**src/pkg/tccd_pkg.sv**
```systemverilog
// Notes on behaviour
// - Timer is a free 16-bit up-counter with capture and compare functions.
// - A qualifying capture pin edge copies the counter into capture0_value_reg.
// - Counter equal to compare0_value_reg toggles the compare output pin.
// - Each event raises either an interrupt status bit or a DMA request.
// - capture0_dma_select is mask bit 6, compare0_dma_select is mask bit 3.
// - With capture0_dma_select set, a capture requests DMA instead of interrupt.
// - With compare0_dma_select set, a compare requests DMA reload of compare register.
// - On transfer_count_done the timer clears the select bit of that block.
// - With its select bit cleared a channel issues no DMA requests.
// - In DMA mode capture stores and compare reloads need no service routine.
package tccd_pkg;

  // Register indices; byte address is four times the index
  localparam logic [9:0] TCCD_IDX_CTRL  = 10'h000;
  localparam logic [9:0] TCCD_IDX_COUNT = 10'h001;
  localparam logic [9:0] TCCD_IDX_CAPT0 = 10'h002;
  localparam logic [9:0] TCCD_IDX_CMP0  = 10'h003;
  localparam logic [9:0] TCCD_IDX_STAT  = 10'h004;
  localparam logic [9:0] TCCD_IDX_MASK  = 10'h0ff;

  // Control register fields
  localparam int TCCD_CTRL_RUN     = 0;
  localparam int TCCD_CTRL_CAPT_EN = 1;
  localparam int TCCD_CTRL_CMP_EN  = 2;
  localparam int TCCD_CTRL_FALL    = 3;

  // Mask, status and DMA select fields
  localparam int TCCD_MASK_CP_DMA = 6;
  localparam int TCCD_MASK_CM_DMA = 3;
  localparam int TCCD_EVT_CAPT    = 4;
  localparam int TCCD_EVT_CMP     = 1;

  // Channel numbering
  localparam int TCCD_CH_CAPT = 0;
  localparam int TCCD_CH_CMP  = 1;
  localparam int TCCD_NCH     = 2;

  // Reset values
  localparam logic [7:0]  TCCD_CTRL_RST  = 8'h00;
  localparam logic [7:0]  TCCD_STAT_RST  = 8'h00;
  localparam logic [7:0]  TCCD_IRQM_RST  = 8'h00;
  localparam logic [15:0] TCCD_CNT_RST   = 16'h0000;
  localparam logic [15:0] TCCD_CAPT_RST  = 16'h0000;
  localparam logic [15:0] TCCD_CMP_RST   = 16'hffff;
  localparam logic        TCCD_PIN_RST   = 1'b0;
  localparam logic        TCCD_SEL_RST   = 1'b0;

  // Requests toward the DMA controller
  typedef struct packed {
    logic [TCCD_NCH-1:0] req;
    logic [15:0]         captData;
  } tccd_dma_req_s;

  // Grants and block end from the DMA controller
  typedef struct packed {
    logic [TCCD_NCH-1:0] ack;
    logic                eob;
    logic [15:0]         wrData;
  } tccd_dma_ack_s;

endpackage

```
**src/tccd_timer.sv**
```systemverilog
// Decided for this implementation: the APB interface to the registers.
`timescale 1ns/10ps
module tccd_timer
  import tccd_pkg::*;
(
  // Clock, reset, enable
  input  wire logic          clk_sys,
  input  wire logic          rst_n,
  input  wire logic          ce,
  // APB slave
  input  wire logic          psel,
  input  wire logic          penable,
  input  wire logic          pwrite,
  input  wire logic [11:0]   paddr,
  input  wire logic [31:0]   pwdata,
  output logic [31:0]        prdata,
  output logic               pready,
  output logic               pslverr,
  // Timer pins
  input  wire logic          captPin,
  output logic               cmpPin,
  // DMA controller
  output tccd_dma_req_s      dmaReq,
  input  wire tccd_dma_ack_s dmaAck,
  // Interrupt
  output logic               irq
);

  logic [7:0]          ctrl;
  logic [15:0]         counter;
  logic [15:0]         capt0;
  logic [15:0]         cmp0;
  logic [7:0]          status;
  logic [7:0]          irqMask;
  logic                captPrev;
  logic                captSync;
  logic [TCCD_NCH-1:0] dmaSel;
  logic [TCCD_NCH-1:0] chReq;
  logic [TCCD_NCH-1:0] chEvt;
  logic [TCCD_NCH-1:0] chSwVal;
  logic                captEvt;
  logic                cmpHit;
  logic                wrEn;
  logic                accStart;
  logic [9:0]          regIdx;
  logic [7:0]          maskRead;
  logic [7:0]          evtSet;

  logic [7:0]          next_ctrl;
  logic [15:0]         next_counter;
  logic [15:0]         next_capt0;
  logic [15:0]         next_cmp0;
  logic [7:0]          next_status;
  logic [7:0]          next_irqMask;
  logic                next_captPrev;
  logic                next_cmpPin;
  logic                next_irq;
  logic [31:0]         next_prdata;
  logic                next_pready;
  logic                next_pslverr;

  // Capture pin comes from outside, so it is synchronised first
  tccd_sync u_captSync (
    .clk_sys (clk_sys),
    .rst_n   (rst_n),
    .ce      (ce),
    .din     (captPin),
    .dout    (captSync)
  );

  // Sub-word offsets are ignored; every register is one aligned word
  // Bus decode; writes land only on the completing edge
  assign regIdx   = paddr[11:2];
  assign accStart = psel && penable && !pready;
  assign wrEn     = psel && penable && pready && pwrite && !pslverr;

  // Edge qualification on the synchronised capture level
  always_comb begin
    if (ctrl[TCCD_CTRL_FALL]) begin
      captEvt = ctrl[TCCD_CTRL_CAPT_EN] && captPrev && !captSync;
    end else begin
      captEvt = ctrl[TCCD_CTRL_CAPT_EN] && !captPrev && captSync;
    end
  end

  // Match only while running, else a held counter would toggle every cycle
  assign cmpHit = ctrl[TCCD_CTRL_RUN] && ctrl[TCCD_CTRL_CMP_EN] && (counter == cmp0);

  // Event routing per channel
  assign chEvt[TCCD_CH_CAPT]   = captEvt;
  assign chEvt[TCCD_CH_CMP]    = cmpHit;
  assign chSwVal[TCCD_CH_CAPT] = pwdata[TCCD_MASK_CP_DMA];
  assign chSwVal[TCCD_CH_CMP]  = pwdata[TCCD_MASK_CM_DMA];

  // One select bit and request tracker per channel
  for (genvar g = 0; g < TCCD_NCH; g++) begin : g_chan
    tccd_dma_chan u_chan (
      .clk_sys (clk_sys),
      .rst_n   (rst_n),
      .ce      (ce),
      .swWr    (wrEn && (regIdx == TCCD_IDX_MASK)),
      .swVal   (chSwVal[g]),
      .evt     (chEvt[g]),
      .ack     (dmaAck.ack[g]),
      .eob     (dmaAck.eob),
      .sel     (dmaSel[g]),
      .req     (chReq[g])
    );
  end

  // A capture in DMA mode leaves no status bit; only the DMA request shows it
  // Interrupt only when the channel is not in DMA mode
  always_comb begin
    evtSet                = 8'h00;
    evtSet[TCCD_EVT_CAPT] = captEvt && !dmaSel[TCCD_CH_CAPT];
    evtSet[TCCD_EVT_CMP]  = cmpHit && !dmaSel[TCCD_CH_CMP];
  end

  // Mask register view: interrupt enables plus DMA selects
  always_comb begin
    maskRead                   = irqMask;
    maskRead[TCCD_MASK_CP_DMA] = dmaSel[TCCD_CH_CAPT];
    maskRead[TCCD_MASK_CM_DMA] = dmaSel[TCCD_CH_CMP];
  end

  // Clock enable low freezes every timer register at once
  // Counter wraps from ffff to zero and raises no flag
  // Timer state next values
  always_comb begin
    next_ctrl     = ctrl;
    next_counter  = counter;
    next_capt0    = capt0;
    next_cmp0     = cmp0;
    next_status   = status;
    next_irqMask  = irqMask;
    next_captPrev = captPrev;
    next_cmpPin   = cmpPin;
    next_irq      = irq;
    if (ce) begin
      next_captPrev = captSync;
      if (ctrl[TCCD_CTRL_RUN]) begin
        next_counter = 16'(counter + 16'h0001);
      end
      if (captEvt) begin
        next_capt0 = counter;
      end
      if (cmpHit) begin
        next_cmpPin = !cmpPin;
      end
      if (wrEn) begin
        unique case (regIdx)
          TCCD_IDX_CTRL: next_ctrl = pwdata[7:0];
          TCCD_IDX_CMP0: next_cmp0 = pwdata[15:0];
          TCCD_IDX_STAT: next_status = status & ~pwdata[7:0];
          // Only the two enables live here; the selects sit in the channels
          TCCD_IDX_MASK: begin
            next_irqMask = 8'h00;
            next_irqMask[TCCD_EVT_CAPT] = pwdata[TCCD_EVT_CAPT];
            next_irqMask[TCCD_EVT_CMP]  = pwdata[TCCD_EVT_CMP];
          end
          default: ;
        endcase
      end
      // Reload from memory wins over a software write in the same cycle
      if (dmaAck.ack[TCCD_CH_CMP]) begin
        next_cmp0 = dmaAck.wrData;
      end
      // A new event beats a one-to-clear in the same cycle
      next_status = next_status | evtSet;
      next_irq    = |(next_status & next_irqMask);
    end
  end

  always_ff @(posedge clk_sys or negedge rst_n) begin
    if (!rst_n) begin
      ctrl     <= TCCD_CTRL_RST;
      counter  <= TCCD_CNT_RST;
      capt0    <= TCCD_CAPT_RST;
      cmp0     <= TCCD_CMP_RST;
      status   <= TCCD_STAT_RST;
      irqMask  <= TCCD_IRQM_RST;
      captPrev <= TCCD_PIN_RST;
      cmpPin   <= TCCD_PIN_RST;
      irq      <= 1'b0;
    end else begin
      ctrl     <= next_ctrl;
      counter  <= next_counter;
      capt0    <= next_capt0;
      cmp0     <= next_cmp0;
      status   <= next_status;
      irqMask  <= next_irqMask;
      captPrev <= next_captPrev;
      cmpPin   <= next_cmpPin;
      irq      <= next_irq;
    end
  end

  // Bus answer one cycle into the access phase, read data registered
  // Read data is taken a cycle before a write of the same transfer lands
  always_comb begin
    next_pready  = pready;
    next_prdata  = prdata;
    next_pslverr = pslverr;
    if (ce) begin
      next_pready  = accStart;
      next_pslverr = 1'b0;
      if (accStart) begin
        next_prdata = 32'h0000_0000;
        unique case (regIdx)
          TCCD_IDX_CTRL:  next_prdata[7:0]  = ctrl;
          TCCD_IDX_COUNT: next_prdata[15:0] = counter;
          TCCD_IDX_CAPT0: next_prdata[15:0] = capt0;
          TCCD_IDX_CMP0:  next_prdata[15:0] = cmp0;
          TCCD_IDX_STAT:  next_prdata[7:0]  = status;
          TCCD_IDX_MASK:  next_prdata[7:0]  = maskRead;
          default:        next_pslverr      = 1'b1;
        endcase
      end
    end
  end

  always_ff @(posedge clk_sys or negedge rst_n) begin
    if (!rst_n) begin
      pready  <= 1'b0;
      prdata  <= 32'h0000_0000;
      pslverr <= 1'b0;
    end else begin
      pready  <= next_pready;
      prdata  <= next_prdata;
      pslverr <= next_pslverr;
    end
  end

  // Captured value rides with the request, both straight from flops
  assign dmaReq.req      = chReq;
  assign dmaReq.captData = capt0;
endmodule

```
**src/tccd_sync.sv**
```systemverilog
`timescale 1ns/10ps
module tccd_sync
  import tccd_pkg::*;
(
  // Clock and reset
  input  wire logic clk_sys,
  input  wire logic rst_n,
  input  wire logic ce,
  // Asynchronous level in, synchronous level out
  input  wire logic din,
  output logic      dout
);

  logic stage1;
  logic next_stage1;
  logic next_dout;

  // Plain two-stage shift, first stage feeds only the second
  always_comb begin
    next_stage1 = ce ? din : stage1;
    next_dout   = ce ? stage1 : dout;
  end

  always_ff @(posedge clk_sys or negedge rst_n) begin
    if (!rst_n) begin
      stage1 <= TCCD_PIN_RST;
      dout   <= TCCD_PIN_RST;
    end else begin
      stage1 <= next_stage1;
      dout   <= next_dout;
    end
  end

endmodule

```
**src/tccd_dma_chan.sv**
```systemverilog
`timescale 1ns/10ps
module tccd_dma_chan
  import tccd_pkg::*;
(
  // Clock and reset
  input  wire logic clk_sys,
  input  wire logic rst_n,
  input  wire logic ce,
  // Software access to the select bit
  input  wire logic swWr,
  input  wire logic swVal,
  // Timer event and controller answers
  input  wire logic evt,
  input  wire logic ack,
  input  wire logic eob,
  // Select bit and pending request
  output logic      sel,
  output logic      req
);

  logic next_sel;
  logic next_req;

  // Select bit and request; a software write beats the block-end clear
  always_comb begin
    next_sel = sel;
    next_req = req;
    if (ce) begin
      if (ack && eob) begin
        next_sel = 1'b0;
      end
      if (swWr) begin
        next_sel = swVal;
      end
      if (ack) begin
        next_req = 1'b0;
      end
      if (evt && sel) begin
        next_req = 1'b1;
      end
      if (!next_sel) begin
        next_req = 1'b0;
      end
    end
  end

  always_ff @(posedge clk_sys or negedge rst_n) begin
    if (!rst_n) begin
      sel <= TCCD_SEL_RST;
      req <= 1'b0;
    end else begin
      sel <= next_sel;
      req <= next_req;
    end
  end
endmodule

```
**config.mk**
```make
export PLATFORM = sky130hd
export DESIGN_NAME = tccd_timer
export DESIGN_NICKNAME = d
export VERILOG_FILES = /design/src/pkg/tccd_pkg.sv /design/src/tccd_timer.sv /design/src/tccd_sync.sv /design/src/tccd_dma_chan.sv
export SDC_FILE = /design/constraint.sdc
export NUM_CORES = 1
export LEC_CHECK = 0
export BUFFER_PORTS_ARGS = -buffer_cell sky130_fd_sc_hd__clkbuf_2
export CAP_MARGIN = 15
export CORE_MARGIN = 2
export CORE_UTILIZATION = 54
export DETAILED_ROUTE_END_ITERATION = 8
export GPL_TIMING_DRIVEN = 0
export PLACE_DENSITY = 0.81
export RECOVER_POWER = 100
export SLEW_MARGIN = 20
export SYNTH_ARGS = -nofsm -noshare
export SYNTH_HDL_FRONTEND = slang
export SYNTH_SLANG_ARGS = --single-unit
```
**constraint.sdc**
```tcl
create_clock -name clk_sys -period 2 [get_ports clk_sys]
set_input_delay 0.2 -clock clk_sys [delete_from_list [all_inputs] [get_ports clk_sys]]
set_output_delay 0.2 -clock clk_sys [all_outputs]
set_load 0.02 [all_outputs]
```
==> flow_summary_export.csv <==
group,metric,value,unit
status,status,"finished, violations left",
status,violations,"negative setup slack",
cells_and_area,syn_to_final_growth,16.8,%
pwr,p_int,2.80,mW
critical_path,critPathTopFamily,"simple AND/OR/NAND/NOR gates",
floorplan,die_h,101,microns
timing,fin_ws,-0.0264,ns
critical_path,r2r_cells,6,
critical_path,cp.required,2.29,ns
routing,wl,12800,microns
clock_tree,clock-sinks,99,
grt,grt_pass1_vias,3941,
critical_path,cp_cell_sequence,"xor2_1, nor4_1, nand2_1, or4_4, o22a_1, a41oi_2",
clock_tree,cts-root-buf,"clkbuf_8",
timing,fmax,0.493,GHz
pwr,p_switching,1.04,mW
critical_path,start_kind,"flip-flop",
routing,wire_per_inst,18.0,microns
timing,rsz0062_at_grt,"true",
critical_path,cp_slowest_cell,"dfstp_2",
critical_path,crit_arrival,2.32,ns
timing,fin_crit_sh,101,%
floorplan,core_area,9150,sq um
grt,overflow,0,
floorplan,die_x,101,microns
cells_and_area,layout.nets,667,
place,hpwl,9530,microns
critical_path,worstPathMaxFanout,3,
grt,grt_pass1_wl,20200,microns
worst_hold_path,hold-path-cell-count,2,
cells_and_area,fillerInstances,751,
yosys,syn_avg_cell_area,10.6,sq um
clock_tree,clk_pin_slew,0.10,ns
timing,fin_skew,0.0126,ns
pwr,share_comb_of_total_power,11.7,%
grt,grt_max_degree,71,
yosys,ys_seq_area_share,49.4,%
floorplan,io_pins,124,
cells_and_area,post-route-util,64.5,%
routing,ant_nets,0,
timing,finalSetupTns,-0.0264,ns
floorplan,initial_core_util,55.2,%
pwr,p_sw_share,27.0,%
clock_tree,cts_buffers,9,
timing,slew_violations,0,
worst_hold_path,hold_path_class,"in -> reg",
floorplan,row_count,35,
timing,worst_slew_margin_rel,2.08,%
pwr,clkPwrFrac,32.1,%
place,globalplace.congestion,0.914,
yosys,synth_area,5060,sq um
pwr,leakagePower,2.78,nW
critical_path,crit_type,"reg -> reg",
clock_tree,worstSkewPairLatency,0.37,ns
timing,hold_violations,0,
critical_path,worstSetupEndpointType,"flip-flop",
pwr,vdd_drop_max,0.393,mV
flow_run,max_cap_violations,0,
floorplan,dieArea,10200,sq um
clock_tree,clock_path_buffers,2,
timing,tightestPinTransition,1.47,ns
routing,first_pass_iters,5,
pwr,seqPwrFrac,56.2,%
grt,track_usage,25.8,%
timing,setup_viol,1,
grt,antenna_found_initial,0,
routing,remaining_drc_errors,0,
cells_and_area,diodes,0,
yosys,ys_warn_count,0,
routing,vias,4162,
routing,via_per_inst,5.85,
critical_path,cp_num_buf_inv,0,
cells_and_area,drive_above_1_share,21.5,%
critical_path,cp_num_cells,6,
clock_tree,cts-htree-levels,3,
timing,fin_crit,2.03,ns
place,numPortBuffers,89,
routing,drt_iter0_markers,361,
yosys,synth_cells,476,
clock_tree,tritoncts,"done",
yosys,synth-seq-cells,99,
yosys,ys_types,50,
critical_path,slowest_delay,0.58,ns
pwr,powerDensity,651,nW/um^2
timing,whs,0.0697,ns
[cells in the final DEF, fill, tap and decap left out, types with 7 or more instances in the layout]
cell	Yosys	final
nor2_1	25	24
conb_1	1	16
xor2_1	15	15
a221oi_1	7	7
nor2b_1	7	7
a21oi_1	19	19
clkbuf_8	0	11
a22oi_1	17	17
mux2_1	42	42
clkbuf_2	0	52
buf_4	20	23
xnor2_1	17	17
dfstp_2	16	16
nand4_1	9	9
nand2_1	51	51
nand3_1	13	13
clkbuf_1	16	58
mux2i_1	20	20
o21ai_0	7	24
dfrtp_1	83	80
[timing repair]
item,4_1_cts,5_1_grt
pin swaps,5,2
endpoints found under the setup margin,11,23
hold buffers,1,0
endpoints found under the hold margin,29,0
setup buffers,2,2
resized for setup,5,6
[state kept, by name, indices dropped and copies added (netlist names), 2 cells and up]
register           cells
ctrl                   8
prdata                16
cmp0                  16
status                 8
irqMask                8
capt0                 16
g_chan.u_chan.sel      2
counter               16
g_chan.u_chan.req      2
[metrics by stage]
stage / setup WS, ns / instance area, sq um / total power, mW / std cells
after floorplan: 0.166 / 5110 / 2.44 / 491
after global placement: -0.478 / 5700 / 2.62 / 691
after global routing: -0.0813 / 5910 / 3.99 / 712
after detailed placement: -0.210 / 5730 / 2.64 / 692
final: -0.0264 / 5910 / 3.84 / 712
after CTS: -0.00389 / 5950 / 3.84 / 711
[power by group through the flow]
stage | Clock [mW] | Sequential, mW | Combinational, mW
5_1_grt | 1.32 | 2.17 | 0.495
6_report | 1.23 | 2.16 | 0.448
2_1_floorplan | 0 | 2.18 | 0.259
4_1_cts | 1.23 | 2.16 | 0.453
3_5_place_dp | 0 | 2.20 | 0.441
3_3_place_gp | 0 | 2.19 | 0.423
[routing by layer]
metal	up-vias	share of wire, %	routed length [microns]	track usage [%]
li1	1905	-	-	-
met1	2052	42	5430	37.3
met2	183	49	6270	41.0
met3	22	6.7	853	2.43
met4	0	1.9	243	9.17
met5	-	0	0	0
[worst paths after layout]
kind	slack [ns]	endpoint	from
max	-0.03	irq	cmp0[11]
min	0.07	u_captSync.stage1	captPin
max reg2reg	-0.03	irq	cmp0[11]
min reg2reg	0.49	prdata[8]	prdata[8]
max in group asynchronous	0.24	cmp0[15]	rst_n
min in group asynchronous	0.72	pready	rst_n
[kinds of logic (layout without fill, tap and decap cells)]
| group | count (synthesis) | after routing | share of synthesized area (%) |
|---|---|---|---|
| AND/OR/NAND/NOR | 133 | 133 | 12.9 |
| XOR/XNOR | 32 | 32 | 5.54 |
| other | 1 | 16 | 0.0742 |
| flip-flops | 99 | 99 | 49.4 |
| buffers and inverters | 50 | 160 | 5.57 |
| AO/OA/AOI/OAI | 94 | 94 | 12.0 |
| adder cells (fa/ha/maj) | 1 | 1 | 0.247 |
| multiplexers | 66 | 66 | 14.2 |
[layout make-up]
type                    count  area (sq um)  area share, %
inverters                   3          11.3          0.191
clock inverters             4          26.3          0.445
clock buffers              12           155           2.63
flip-flops and latches     99          2500           42.4
repair buffers             95           468           7.92
multi-input cells         342          2340           39.6
well taps                 111           139           2.35
plain buffers              46           265           4.49
[cells in the mapped netlist (all sizes together)]
library cell | number | area share, %
o22ai | 1 | 0.12
a211o | 1 | 0.17
nand3b | 2 | 0.30
buf | 31 | 4.2
and2 | 2 | 0.25
a31oi | 5 | 0.62
o221ai | 1 | 0.17
nand2 | 51 | 3.8
mux2i | 20 | 4.0
a21boi | 6 | 0.89
o21a | 1 | 0.15
o21ai | 29 | 2.9
xnor2 | 17 | 2.9
o22a | 1 | 0.17
a32o | 3 | 0.59
nand4b | 1 | 0.17
and4 | 1 | 0.17
nand4bb | 1 | 0.22
nand3 | 13 | 1.3
and3 | 6 | 0.74
conb | 1 | 0.074
nor4 | 5 | 0.74
o2bb2ai | 1 | 0.17
dfrtp | 83 | 41
or3 | 2 | 0.25
or4 | 1 | 0.15
dfstp | 16 | 8.3
mux2 | 46 | 10
a41oi | 1 | 0.32
ha | 1 | 0.25
or2 | 1 | 0.12
clkbuf | 16 | 1.2
nor2 | 25 | 1.9
xor2 | 15 | 2.6
a221oi | 7 | 1.2
nor3 | 6 | 0.92
inv | 3 | 0.22
o211ai | 1 | 0.15
nor2b | 7 | 0.87
a22oi | 17 | 2.5
a21oi | 19 | 1.9
nand4 | 9 | 1.1
Note: power is estimated with default switching activity, not from simulation.
